### config.mk
export PLATFORM = sky130hd
export DESIGN_NAME = perf_event_counting
export DESIGN_NICKNAME = d
export VERILOG_FILES = /design/src/shared/perf_event_pkg.sv /design/src/shared/event_sel_if.sv /design/src/design/event_decode.sv /design/src/design/perf_event_counting.sv
export SDC_FILE = /design/constraint.sdc
export NUM_CORES = 1
export LEC_CHECK = 0
export CORE_ASPECT_RATIO = 1.2
export CORE_UTILIZATION = 46
export DETAILED_ROUTE_END_ITERATION = 7
export DONT_BUFFER_PORTS = 1
export SLEW_MARGIN = 10
export SYNTH_ARGS = -nofsm -noshare
export SYNTH_HDL_FRONTEND = slang
export SYNTH_SLANG_ARGS = --single-unit
### constraint.sdc
create_clock -name clk -period 4.55 [get_ports clk]
set_clock_uncertainty 0.05 [all_clocks]
set_input_delay 0.2275 -clock clk [delete_from_list [all_inputs] [get_ports clk]]
set_output_delay 0.2275 -clock clk [all_outputs]
set_load 0.005 [all_outputs]
### src/shared/perf_event_pkg.sv
// perf_event_pkg: event selections, counter widths and reset values of the
// performance-event counting unit.
// assumes: every user sits on the single core clock.
package perf_event_pkg;

	localparam int CNT_W  = 40;
	localparam int CODE_W = 8;

	localparam logic [CODE_W-1:0] EV_L2_REFUSAL   = 8'h30;
	localparam logic [CODE_W-1:0] EV_L2_IDLE      = 8'h32;
	localparam logic [CODE_W-1:0] EV_UNHALTED     = 8'h3C;
	localparam logic [CODE_W-1:0] EV_L1_PREFETCH  = 8'h4F;
	localparam logic [CODE_W-1:0] EV_SNOOP_RESP   = 8'h77;
	localparam logic [CODE_W-1:0] EV_SHARE_SNOOP  = 8'h78;
	localparam logic [CODE_W-1:0] EV_BUS_IDLE     = 8'h7D;

	localparam logic [CODE_W-1:0] UM_NONE         = 8'h00;
	localparam logic [CODE_W-1:0] UM_CORE_CYCLES  = 8'h00;
	localparam logic [CODE_W-1:0] UM_REF_CYCLES   = 8'h01;
	localparam logic [CODE_W-1:0] UM_SERIAL       = 8'h02;
	localparam logic [CODE_W-1:0] UM_SHARE        = 8'h01;

	localparam logic [CODE_W-1:0] CODE_RESET      = 8'h00;
	localparam logic [CNT_W-1:0]  CNT_RESET       = 40'h00_0000_0000;
	localparam logic [CNT_W-1:0]  CNT_ONE         = 40'h00_0000_0001;

	typedef enum logic [1:0] {
		RESP_CLEAN = 2'b00,
		RESP_HIT   = 2'b01,
		RESP_HIT_MODIFIED_RESPONSE  = 2'b10,
		RESP_NONE  = 2'b11
	} snoop_resp_type;

	// one bit per countable condition, qualified in the counting unit
	typedef struct packed {
		logic l2Refusal;
		logic l2Idle;
		logic coreCycle;
		logic refCycle;
		logic serialCycle;
		logic prefetchIssue;
		logic shareSnoop;
		logic busIdle;
		logic snoopResp;
	} cond_type;

	typedef struct packed {
		logic [CODE_W-1:0] evCode;
		logic [CODE_W-1:0] uMask;
		logic [CNT_W-1:0]  count;
		logic [CNT_W-1:0]  dispCount;
		logic [CNT_W-1:0]  stallCount;
		logic              pfPending;
		logic              snoopGrant;
		logic              storeGrant;
		logic              coreActive;
	} state_type;

	localparam state_type STATE_RESET = '{
		evCode:     CODE_RESET,
		uMask:      CODE_RESET,
		count:      CNT_RESET,
		dispCount:  CNT_RESET,
		stallCount: CNT_RESET,
		pfPending:  1'b0,
		snoopGrant: 1'b0,
		storeGrant: 1'b0,
		coreActive: 1'b0
	};

endpackage

### src/shared/event_sel_if.sv
// event_sel_if: selection and condition bits handed to the event decoder,
// and the increment it returns.
// assumes: decoder is purely combinational on the same clock.
`timescale 1ns/1ps
`default_nettype none
interface event_sel_if;
	import perf_event_pkg::*;

	logic [CODE_W-1:0] evCode;
	logic [CODE_W-1:0] uMask;
	cond_type          cond;
	logic              hit;

	modport counter (output evCode, output uMask, output cond, input hit);
	modport decoder (input evCode, input uMask, input cond, output hit);
endinterface
`default_nettype wire

### src/design/event_decode.sv
// event_decode: maps event code and unit mask onto one condition bit.
// assumes: conditions are already qualified for halt and bus tick.
`timescale 1ns/1ps
`default_nettype none
module event_decode
	import perf_event_pkg::*;
(
	// selection and conditions
	event_sel_if.decoder sel
);

	always_comb begin
		sel.hit = 1'b0;
		case (sel.evCode)
			EV_L2_REFUSAL:  sel.hit = sel.cond.l2Refusal;
			EV_L2_IDLE:     sel.hit = sel.cond.l2Idle;
			EV_UNHALTED: begin
				case (sel.uMask)
					UM_CORE_CYCLES: sel.hit = sel.cond.coreCycle;
					UM_REF_CYCLES:  sel.hit = sel.cond.refCycle;
					UM_SERIAL:      sel.hit = sel.cond.serialCycle;
					default:        sel.hit = 1'b0;
				endcase
			end
			EV_L1_PREFETCH: sel.hit = (sel.uMask == UM_NONE) & sel.cond.prefetchIssue;
			EV_SHARE_SNOOP: sel.hit = (sel.uMask == UM_SHARE) & sel.cond.shareSnoop;
			EV_BUS_IDLE:    sel.hit = (sel.uMask == UM_NONE) & sel.cond.busIdle;
			EV_SNOOP_RESP:  sel.hit = (sel.uMask == UM_NONE) & sel.cond.snoopResp;
			default:        sel.hit = 1'b0;
		endcase
	end

endmodule
`default_nettype wire

### src/design/perf_event_counting.sv
// perf_event_counting: one programmable event counter of a core, plus the
// prefetch retry holder and the store-port arbiter whose activity it counts.
// assumes: all strobes come from logic on clk; busTick marks one core cycle
// per bus clock cycle.
//
// How it works
// - Code 30H counts every cycle in which the second-level cache refuses a new request.
// - Code 32H counts every cycle with neither a first-level request nor a prefetch issued to the L2.
// - Code 3C with mask 00H counts core cycles while the core is not halted.
// - Code 3C with mask 01H counts bus cycles while the core is not halted.
// - Code 3C with mask 02H counts bus cycles with this core running and the other core halted.
// - Code 4FH with mask 00H counts every prefetch request the data cache issues to the L2.
// - A refused prefetch stays pending and is issued again until the L2 takes it.
// - Code 78H with mask 01H counts snoops into the data cache for lines the other core needs.
// - Such a snoop counts only if the line is absent there, or read-only there and wanted for writing.
// - Other-core snoops use the data cache store port and so compete with stores for it.
// - Code 7DH with mask 00H counts bus cycles with no transaction of this core outstanding.
// - Code 77H with mask 00H counts clean, hit and hit-modified answers to external snoops.
// - Each unhalted core cycle lands in exactly one of dispatching or not-dispatching counts.
// - The unhalted core, reference and bus cycle counts stop while halted, even under snoop.
// - The core is active when running non-halt code or while being snooped.
`timescale 1ns/1ps
`default_nettype none
module perf_event_counting
	import perf_event_pkg::*;
(
	// clock and reset
	input  wire logic              clk,
	input  wire logic              rst,
	// event selection
	input  wire logic              selectLoad,
	input  wire logic [CODE_W-1:0] selectCode,
	input  wire logic [CODE_W-1:0] selectMask,
	input  wire logic              counterClear,
	// core state
	input  wire logic              coreHalted,
	input  wire logic              otherCoreHalted,
	input  wire logic              beingSnooped,
	input  wire logic              rsDispatch,
	input  wire logic              busTick,
	// second-level cache traffic
	input  wire logic              l2Refuse,
	input  wire logic              l1RequestToL2,
	input  wire logic              prefetchNew,
	// store port
	input  wire logic              storeRequest,
	input  wire logic              snoopRequest,
	input  wire logic              snoopLineAbsent,
	input  wire logic              snoopLineReadOnly,
	input  wire logic              snoopOtherWrites,
	// bus unit
	input  wire logic              busOutstanding,
	input  wire logic              snoopRespValid,
	input  wire snoop_resp_type    snoopRespKind,
	// results
	output var  logic [CNT_W-1:0]  eventCount,
	output var  logic [CNT_W-1:0]  dispatchCycles,
	output var  logic [CNT_W-1:0]  stallCycles,
	output var  logic [CODE_W-1:0] activeCode,
	output var  logic [CODE_W-1:0] activeMask,
	output var  logic              coreActive,
	// prefetch and store port
	output var  logic              l2PrefetchRequest,
	output var  logic              snoopGrant,
	output var  logic              storeGrant
);

	state_type state_reg;
	state_type state_next;

	event_sel_if sel ();

	logic shareCause;
	logic prefetchTaken;
	logic respCounted;

	// counters wrap; a wrap at this width comes after 2^40 counts, minutes at GHz core rates
	function automatic logic [CNT_W-1:0] bump(input logic [CNT_W-1:0] value, input logic step);
		bump = step ? value + CNT_ONE : value;
	endfunction

	event_decode decoder (
		.sel (sel)
	);

	always_comb begin
		shareCause    = snoopLineAbsent | (snoopLineReadOnly & snoopOtherWrites);
		prefetchTaken = state_reg.pfPending & ~l2Refuse;
		respCounted   = snoopRespValid & (snoopRespKind != RESP_NONE);

		sel.evCode             = state_reg.evCode;
		sel.uMask              = state_reg.uMask;
		sel.cond.l2Refusal     = l2Refuse;
		sel.cond.l2Idle        = ~l1RequestToL2 & ~state_reg.pfPending;
		// halt gates these three; snooping a halted core does not revive them
		sel.cond.coreCycle     = ~coreHalted;
		sel.cond.refCycle      = ~coreHalted & busTick;
		sel.cond.serialCycle   = ~coreHalted & otherCoreHalted & busTick;
		sel.cond.prefetchIssue = state_reg.pfPending;
		sel.cond.shareSnoop    = snoopRequest & shareCause;
		sel.cond.busIdle       = busTick & ~busOutstanding;
		sel.cond.snoopResp     = respCounted;
	end

	always_comb begin
		state_next = state_reg;

		if (selectLoad) begin
			state_next.evCode = selectCode;
			state_next.uMask  = selectMask;
		end

		if (counterClear | selectLoad) begin
			state_next.count = CNT_RESET;
		end else begin
			state_next.count = bump(state_reg.count, sel.hit);
		end

		// exactly one of the two advances in an unhalted cycle
		if (counterClear) begin
			state_next.dispCount  = CNT_RESET;
			state_next.stallCount = CNT_RESET;
		end else begin
			state_next.dispCount  = bump(state_reg.dispCount, ~coreHalted & rsDispatch);
			state_next.stallCount = bump(state_reg.stallCount, ~coreHalted & ~rsDispatch);
		end

		// a new request while one waits merges into it; the set wins over the take
		state_next.pfPending  = prefetchNew | (state_reg.pfPending & ~prefetchTaken);

		// snoops take priority so the other core is never starved; stores wait
		state_next.snoopGrant = snoopRequest;
		state_next.storeGrant = storeRequest & ~snoopRequest;

		state_next.coreActive = ~coreHalted | beingSnooped;
	end

	always_ff @(posedge clk) begin
		if (rst) begin
			state_reg <= STATE_RESET;
		end else begin
			state_reg <= state_next;
		end
	end

	assign eventCount        = state_reg.count;
	assign dispatchCycles    = state_reg.dispCount;
	assign stallCycles       = state_reg.stallCount;
	assign activeCode        = state_reg.evCode;
	assign activeMask        = state_reg.uMask;
	assign coreActive        = state_reg.coreActive;
	assign l2PrefetchRequest = state_reg.pfPending;
	assign snoopGrant        = state_reg.snoopGrant;
	assign storeGrant        = state_reg.storeGrant;

endmodule
`default_nettype wire

# Word level (Yosys, flattened, before mapping)
# Index checks and enable logic that the tools add are counted.
# W data, S select, Z words.
[classes]
n_reduce_logical = 3
n_mux = 2
eq_ne = 10
bitwise_logic = 29
add_sub_neg = 3
[op_table]
columns = ["operator", "n"]
rows = [
  ["$add A40 B1 Y40 const B", 3],
  ["$eq A8 B7 Y1 const B", 4],
  ["$eq A8 B6 Y1 const B", 3],
  ["$and A1 B1 Y1", 17],
  ["$eq A8 B1 Y1 const B", 1],
  ["$eq A8 B2 Y1 const B", 1],
  ["$logic_not A8 Y1", 1],
  ["$not A1 Y1", 8],
  ["$pmux W1 S7", 1],
  ["$or A1 B1 Y1", 4],
  ["$reduce_or A2 Y1", 2],
  ["$pmux W1 S3", 1],
  ["$ne A2 B2 Y1 const B", 1],
]
[totals]
word_cells = 56
out_inout_bits = 140
reg_bits = 140

# Longest topological paths before layout
[logic_depth]
word_depth = 5
mapped_depth = 9

# Cells and area by module
# A second synthesis with hierarchy kept.
[hier_totals]
cells_unflattened = 746
hier_area_um2 = 6444.9
[modules_own_cells]
columns = ["mod", "n_inst", "cells_each", "area_each_um2"]
rows = [
  ["perf_event_counting", 1, 710, 6177.2],
  ["event_decode", 1, 36, 267.8],
]

# Worst setup path before layout
# No wires, ideal clock.
[synth_path]
kind = "reg2reg"
start = "register state_reg, in the netlist activeCode[1]"
end = "register state_reg, in the netlist eventCount[32]"
setup_slack_ps = 1990
stages_incl_launch_ff = 9
arrival_ps = 2439
setup_time_ps = 70
required_ps = 4430
path_cell_list = "dfxtp_1 -> buf_2 -> or4b_1 -> or4_1 -> o31ai_1 -> a222oi_1 -> buf_2 -> or4_1 -> a21oi_1"
[synth_between]
elab_chain_cells = 2
word_cells_on_any_way = 8
[synth_rtl]
columns = ["item", "line", "text"]
rows = [
  ["start, declared", "perf_event_counting.sv:68", "state_type state_reg;"],
  ["start signal, assigned", "perf_event_counting.sv:142", "state_reg <= state_next;"],
  ["$eq A8 B7 Y1 or $eq A8 B6 Y1 (tied branches)", "event_decode.sv:14", "case (sel.evCode)"],
  ["$pmux W1 S7 (*)", "event_decode.sv:14", ""],
]
# Mark *: on every way between the ends. The rest lies on a longest branch, timed or not.
# A chain may end at the register's enable or synchronous reset.

# Worst setup path after layout
[layout_path]
start = "register state_reg, in the netlist activeCode[3]"
end = "register state_reg, in the netlist eventCount[17]"
# Same word-level chain as after synthesis.

==> run metrics <==
outcome finished, final reports clean; clock sinks 140; height of the die 130.6 um; Post-CTS Repair Setup Buffers 0; Routed wire per std cell 16.99 um; Post-DRT Antenna Nets 0; Worst-Margin Slew 0.8734 ns; r2r setup slk 1.63 ns; Synthesis Warnings 0; DR iter-0 viols ~300; largest net degree at the start of global routing 78; crit path max fanout 77; worst hold path class primary input to flop; period utilization 0.6424; crit path from activeCode[3]$_SDFFE_PP0P_; IO Count 177; Setup TNS 0 ns; hold depth 2; critical-path cell list or4b_1 > or4_1 > o31ai_1 > a222oi_1 > buf_4 > or4_1 > a21oi_1; total track usage 0.2257; initial antenna violation count 0; syn nets 781; Worst slew margin 0.4158; CTS tree built; PwrDens 369.4 mW/mm2; worst r2r src activeCode[3]$_SDFFE_PP0P_; kind of critical path flop to flop; Worst path max stage delay 0.56 ns; die width 109.2 um; vias 5529; reg2reg end eventCount[17]$_SDFFE_PP0P_; first-pass GRT wire length 25180 um; Mapped Area 0.006342 mm2; RSZ-0062 raised after global routing false; Core Region 0.01335 mm2; fmax ~340 MHz; count of final hold-check violations 0; CTS root buf clkbuf_16; half-perimeter wire length after placement 10640 um; vias in the first global route 5148; drt via density 5.838; CTS hold repair buffers 40; antenna cell count 0; Worst VDD drop 0.2904 mV; min Tclk post-route 2.923 ns; Hold Crit Endpoint stallCycles[1]$_SDFFE_PP0P_; CTS HTree Levels 4; Initial Util 0.4750; sum of buffers and inverters on the critical path 1; Pwr Total 2.750 mW; DRT Wirelength 16090 um; Max-cap violations 0; I/O Buffers 0; gpl congestion just under 0.8; Yosys cell types 40; P&R area growth vs syn 17.40%; post-CTS resize count 0; row cnt 46; Clock transition at path regs 0.06 ns; Final Max Slew Viols 0; # setup viols final 0; Worst path slowest cell or4_1; Worst-Skew Late Latency 0.42 ns; Final #Nets 807; Startpoint Class flop; number of remaining DRC errors 0; leakage power 2.449 nW; Worst EP arrival 3.22 ns; crit-path leading delay family simple AND/OR/NAND/NOR gates; worst hold path startpoint coreHalted; DIE AREA 0.01426 mm2; hold_ws around 0.019 ns; CTS buffer count 17; Max Buffers Root-to-Sink 2; Mean Syn Cell Area 8.559 um2; Setup crit end kind flop; Cells after Synth 741; grt ovf 0; first-pass iteration count of the detailed router 4; CP most frequent cell or4_1; layout cells sized above 1 0.04878; register area share after synthesis 0.4419; Critical Path RT a little under 5 ns; R2R depth 7; synthesized flop and latch total 140
Yosys cell counts:
| master | n | share of area |
|---|---|---|
| clkbuf_1 | 32 | 0.019 |
| nor4bb_1 | 1 | 0.0016 |
| a21boi_0 | 1 | 0.0012 |
| nor4_1 | 5 | 0.0049 |
| o21a_1 | 6 | 0.0071 |
| nor3_1 | 8 | 0.0063 |
| nand3b_1 | 2 | 0.0024 |
| or4b_1 | 2 | 0.0032 |
| ha_1 | 3 | 0.0059 |
| inv_1 | 8 | 0.0047 |
| nand4_1 | 37 | 0.036 |
| o2111a_1 | 1 | 0.0018 |
| o22ai_1 | 1 | 0.00099 |
| mux2i_1 | 20 | 0.032 |
| nor4b_1 | 1 | 0.0014 |
| nand4b_1 | 3 | 0.0041 |
| o31ai_1 | 15 | 0.018 |
| nor3b_2 | 1 | 0.0020 |
| and3b_1 | 2 | 0.0028 |
| buf_1 | 1 | 0.00059 |
| nand3_1 | 47 | 0.037 |
| or3_1 | 34 | 0.034 |
| nor2b_1 | 3 | 0.0030 |
| nor2_1 | 102 | 0.060 |
| nand2b_1 | 2 | 0.0020 |
| nor3b_1 | 3 | 0.0036 |
| o21ai_0 | 32 | 0.025 |
| xor2_1 | 52 | 0.072 |
| buf_2 | 3 | 0.0024 |
| nand2_1 | 44 | 0.026 |
| or2_2 | 3 | 0.0030 |
| dfxtp_1 | 140 | 0.44 |
| a41oi_1 | 1 | 0.0014 |
| xnor2_1 | 16 | 0.022 |
| a222oi_1 | 1 | 0.0016 |
| a21oi_1 | 45 | 0.036 |
| and4_1 | 21 | 0.029 |
| and2_1 | 9 | 0.0089 |
| or4_1 | 18 | 0.021 |
| and3_1 | 15 | 0.015 |
sequential cells by signal, summed over array words and instances (netlist names):
signal,flops
stallCycles,40
snoopGrant,1
activeCode,8
l2PrefetchRequest,1
dispatchCycles,40
storeGrant,1
eventCount,40
coreActive,1
activeMask,8
power by group:
part           internal [mW]  leakage, nW  total (mW)  switching (mW)
Clock                  0.898        0.286        1.41           0.509
Combinational         0.0481         1.03      0.0892          0.0412
Sequential              1.24         1.13        1.25          0.0165
cells in the final DEF (no fill, tap or decap), drive strengths merged, types with 3 or more instances in the layout:
cell           n
nand4         37
ha             3
clkinv         3
and3          15
buf            3
inv            8
nand2         44
o21ai         32
nand4b         3
clkbuf        20
a21oi         45
xnor2         16
clkinvlp       5
nor2         102
nor4           5
and2           9
nor3b          4
xor2          52
o21a           6
dfxtp        140
or4           18
bufinv         3
mux2i         20
or2            3
nor3           8
or3           34
o31ai         15
dlygate4sd3   40
nor2b          3
nand3         47
and4          21
worst reg2reg max path, cell delays in order (launching register included):
cell,delay [ns]
dfxtp_1,0.49
or4b_1,0.49
or4_1,0.52
o31ai_1,0.08
a222oi_1,0.14
buf_4,0.34
or4_1,0.58
a21oi_1,0.15
kinds of logic after synthesis:
logic type | after synthesis | share of synthesized area
and+or+nand+nor | 363 | 0.3076
DFF | 140 | 0.4419
AOI/OAI and AO/OA | 103 | 0.09252
xor gates and xnor gates | 68 | 0.09390
buffers and inverters | 44 | 0.02663
muxes | 20 | 0.03156
adders and majority gates | 3 | 0.005919
cell type report:
cell class	count	area (um2)
Clock inverter	11	142.6
Timing Repair Buffer	43	422.9
Sequential cell	140	2803
Inverter	8	30.03
Multi-Input combinational cell	557	3371
Clock buffer	20	466.7
Tap cell	168	210.2
Fill cell	1205	5907
layer usage:
layer	wire length, um	track usage	up-vias
met2	8063	0.3877	155
met4	228	0.08471	0
li1	-	-	2710
met5	0	0	-
met1	6541	0.2552	2644
met3	1258	0.08185	20
how the worst max path moves through the flow:
stage,endpoint,cells after the start
6_report,eventCount[17]$_SDFFE_PP0P_,7
3_3_place_gp,eventCount[14]$_SDFFE_PP0P_,7
5_1_grt,eventCount[33]$_SDFFE_PP0P_,7
3_5_place_dp,eventCount[14]$_SDFFE_PP0P_,7
2_1_floorplan,eventCount[32]$_SDFFE_PP0P_,8
4_1_cts,eventCount[14]$_SDFFE_PP0P_,7
per-stage QoR:
step | setup WS (ns) | std cells | util | cell area (um2)
detailed placement | 1.646 | 876 | 0.4820 | 6436
global placement | 1.723 | 876 | 0.4820 | 6436
finish | 1.627 | 947 | 0.5576 | 7446
CTS | 1.646 | 947 | 0.5576 | 7446
global route | 1.450 | 947 | 0.5576 | 7446
floorplan | 1.990 | 741 | - | 6342
(Power assumes the default switching activity.)
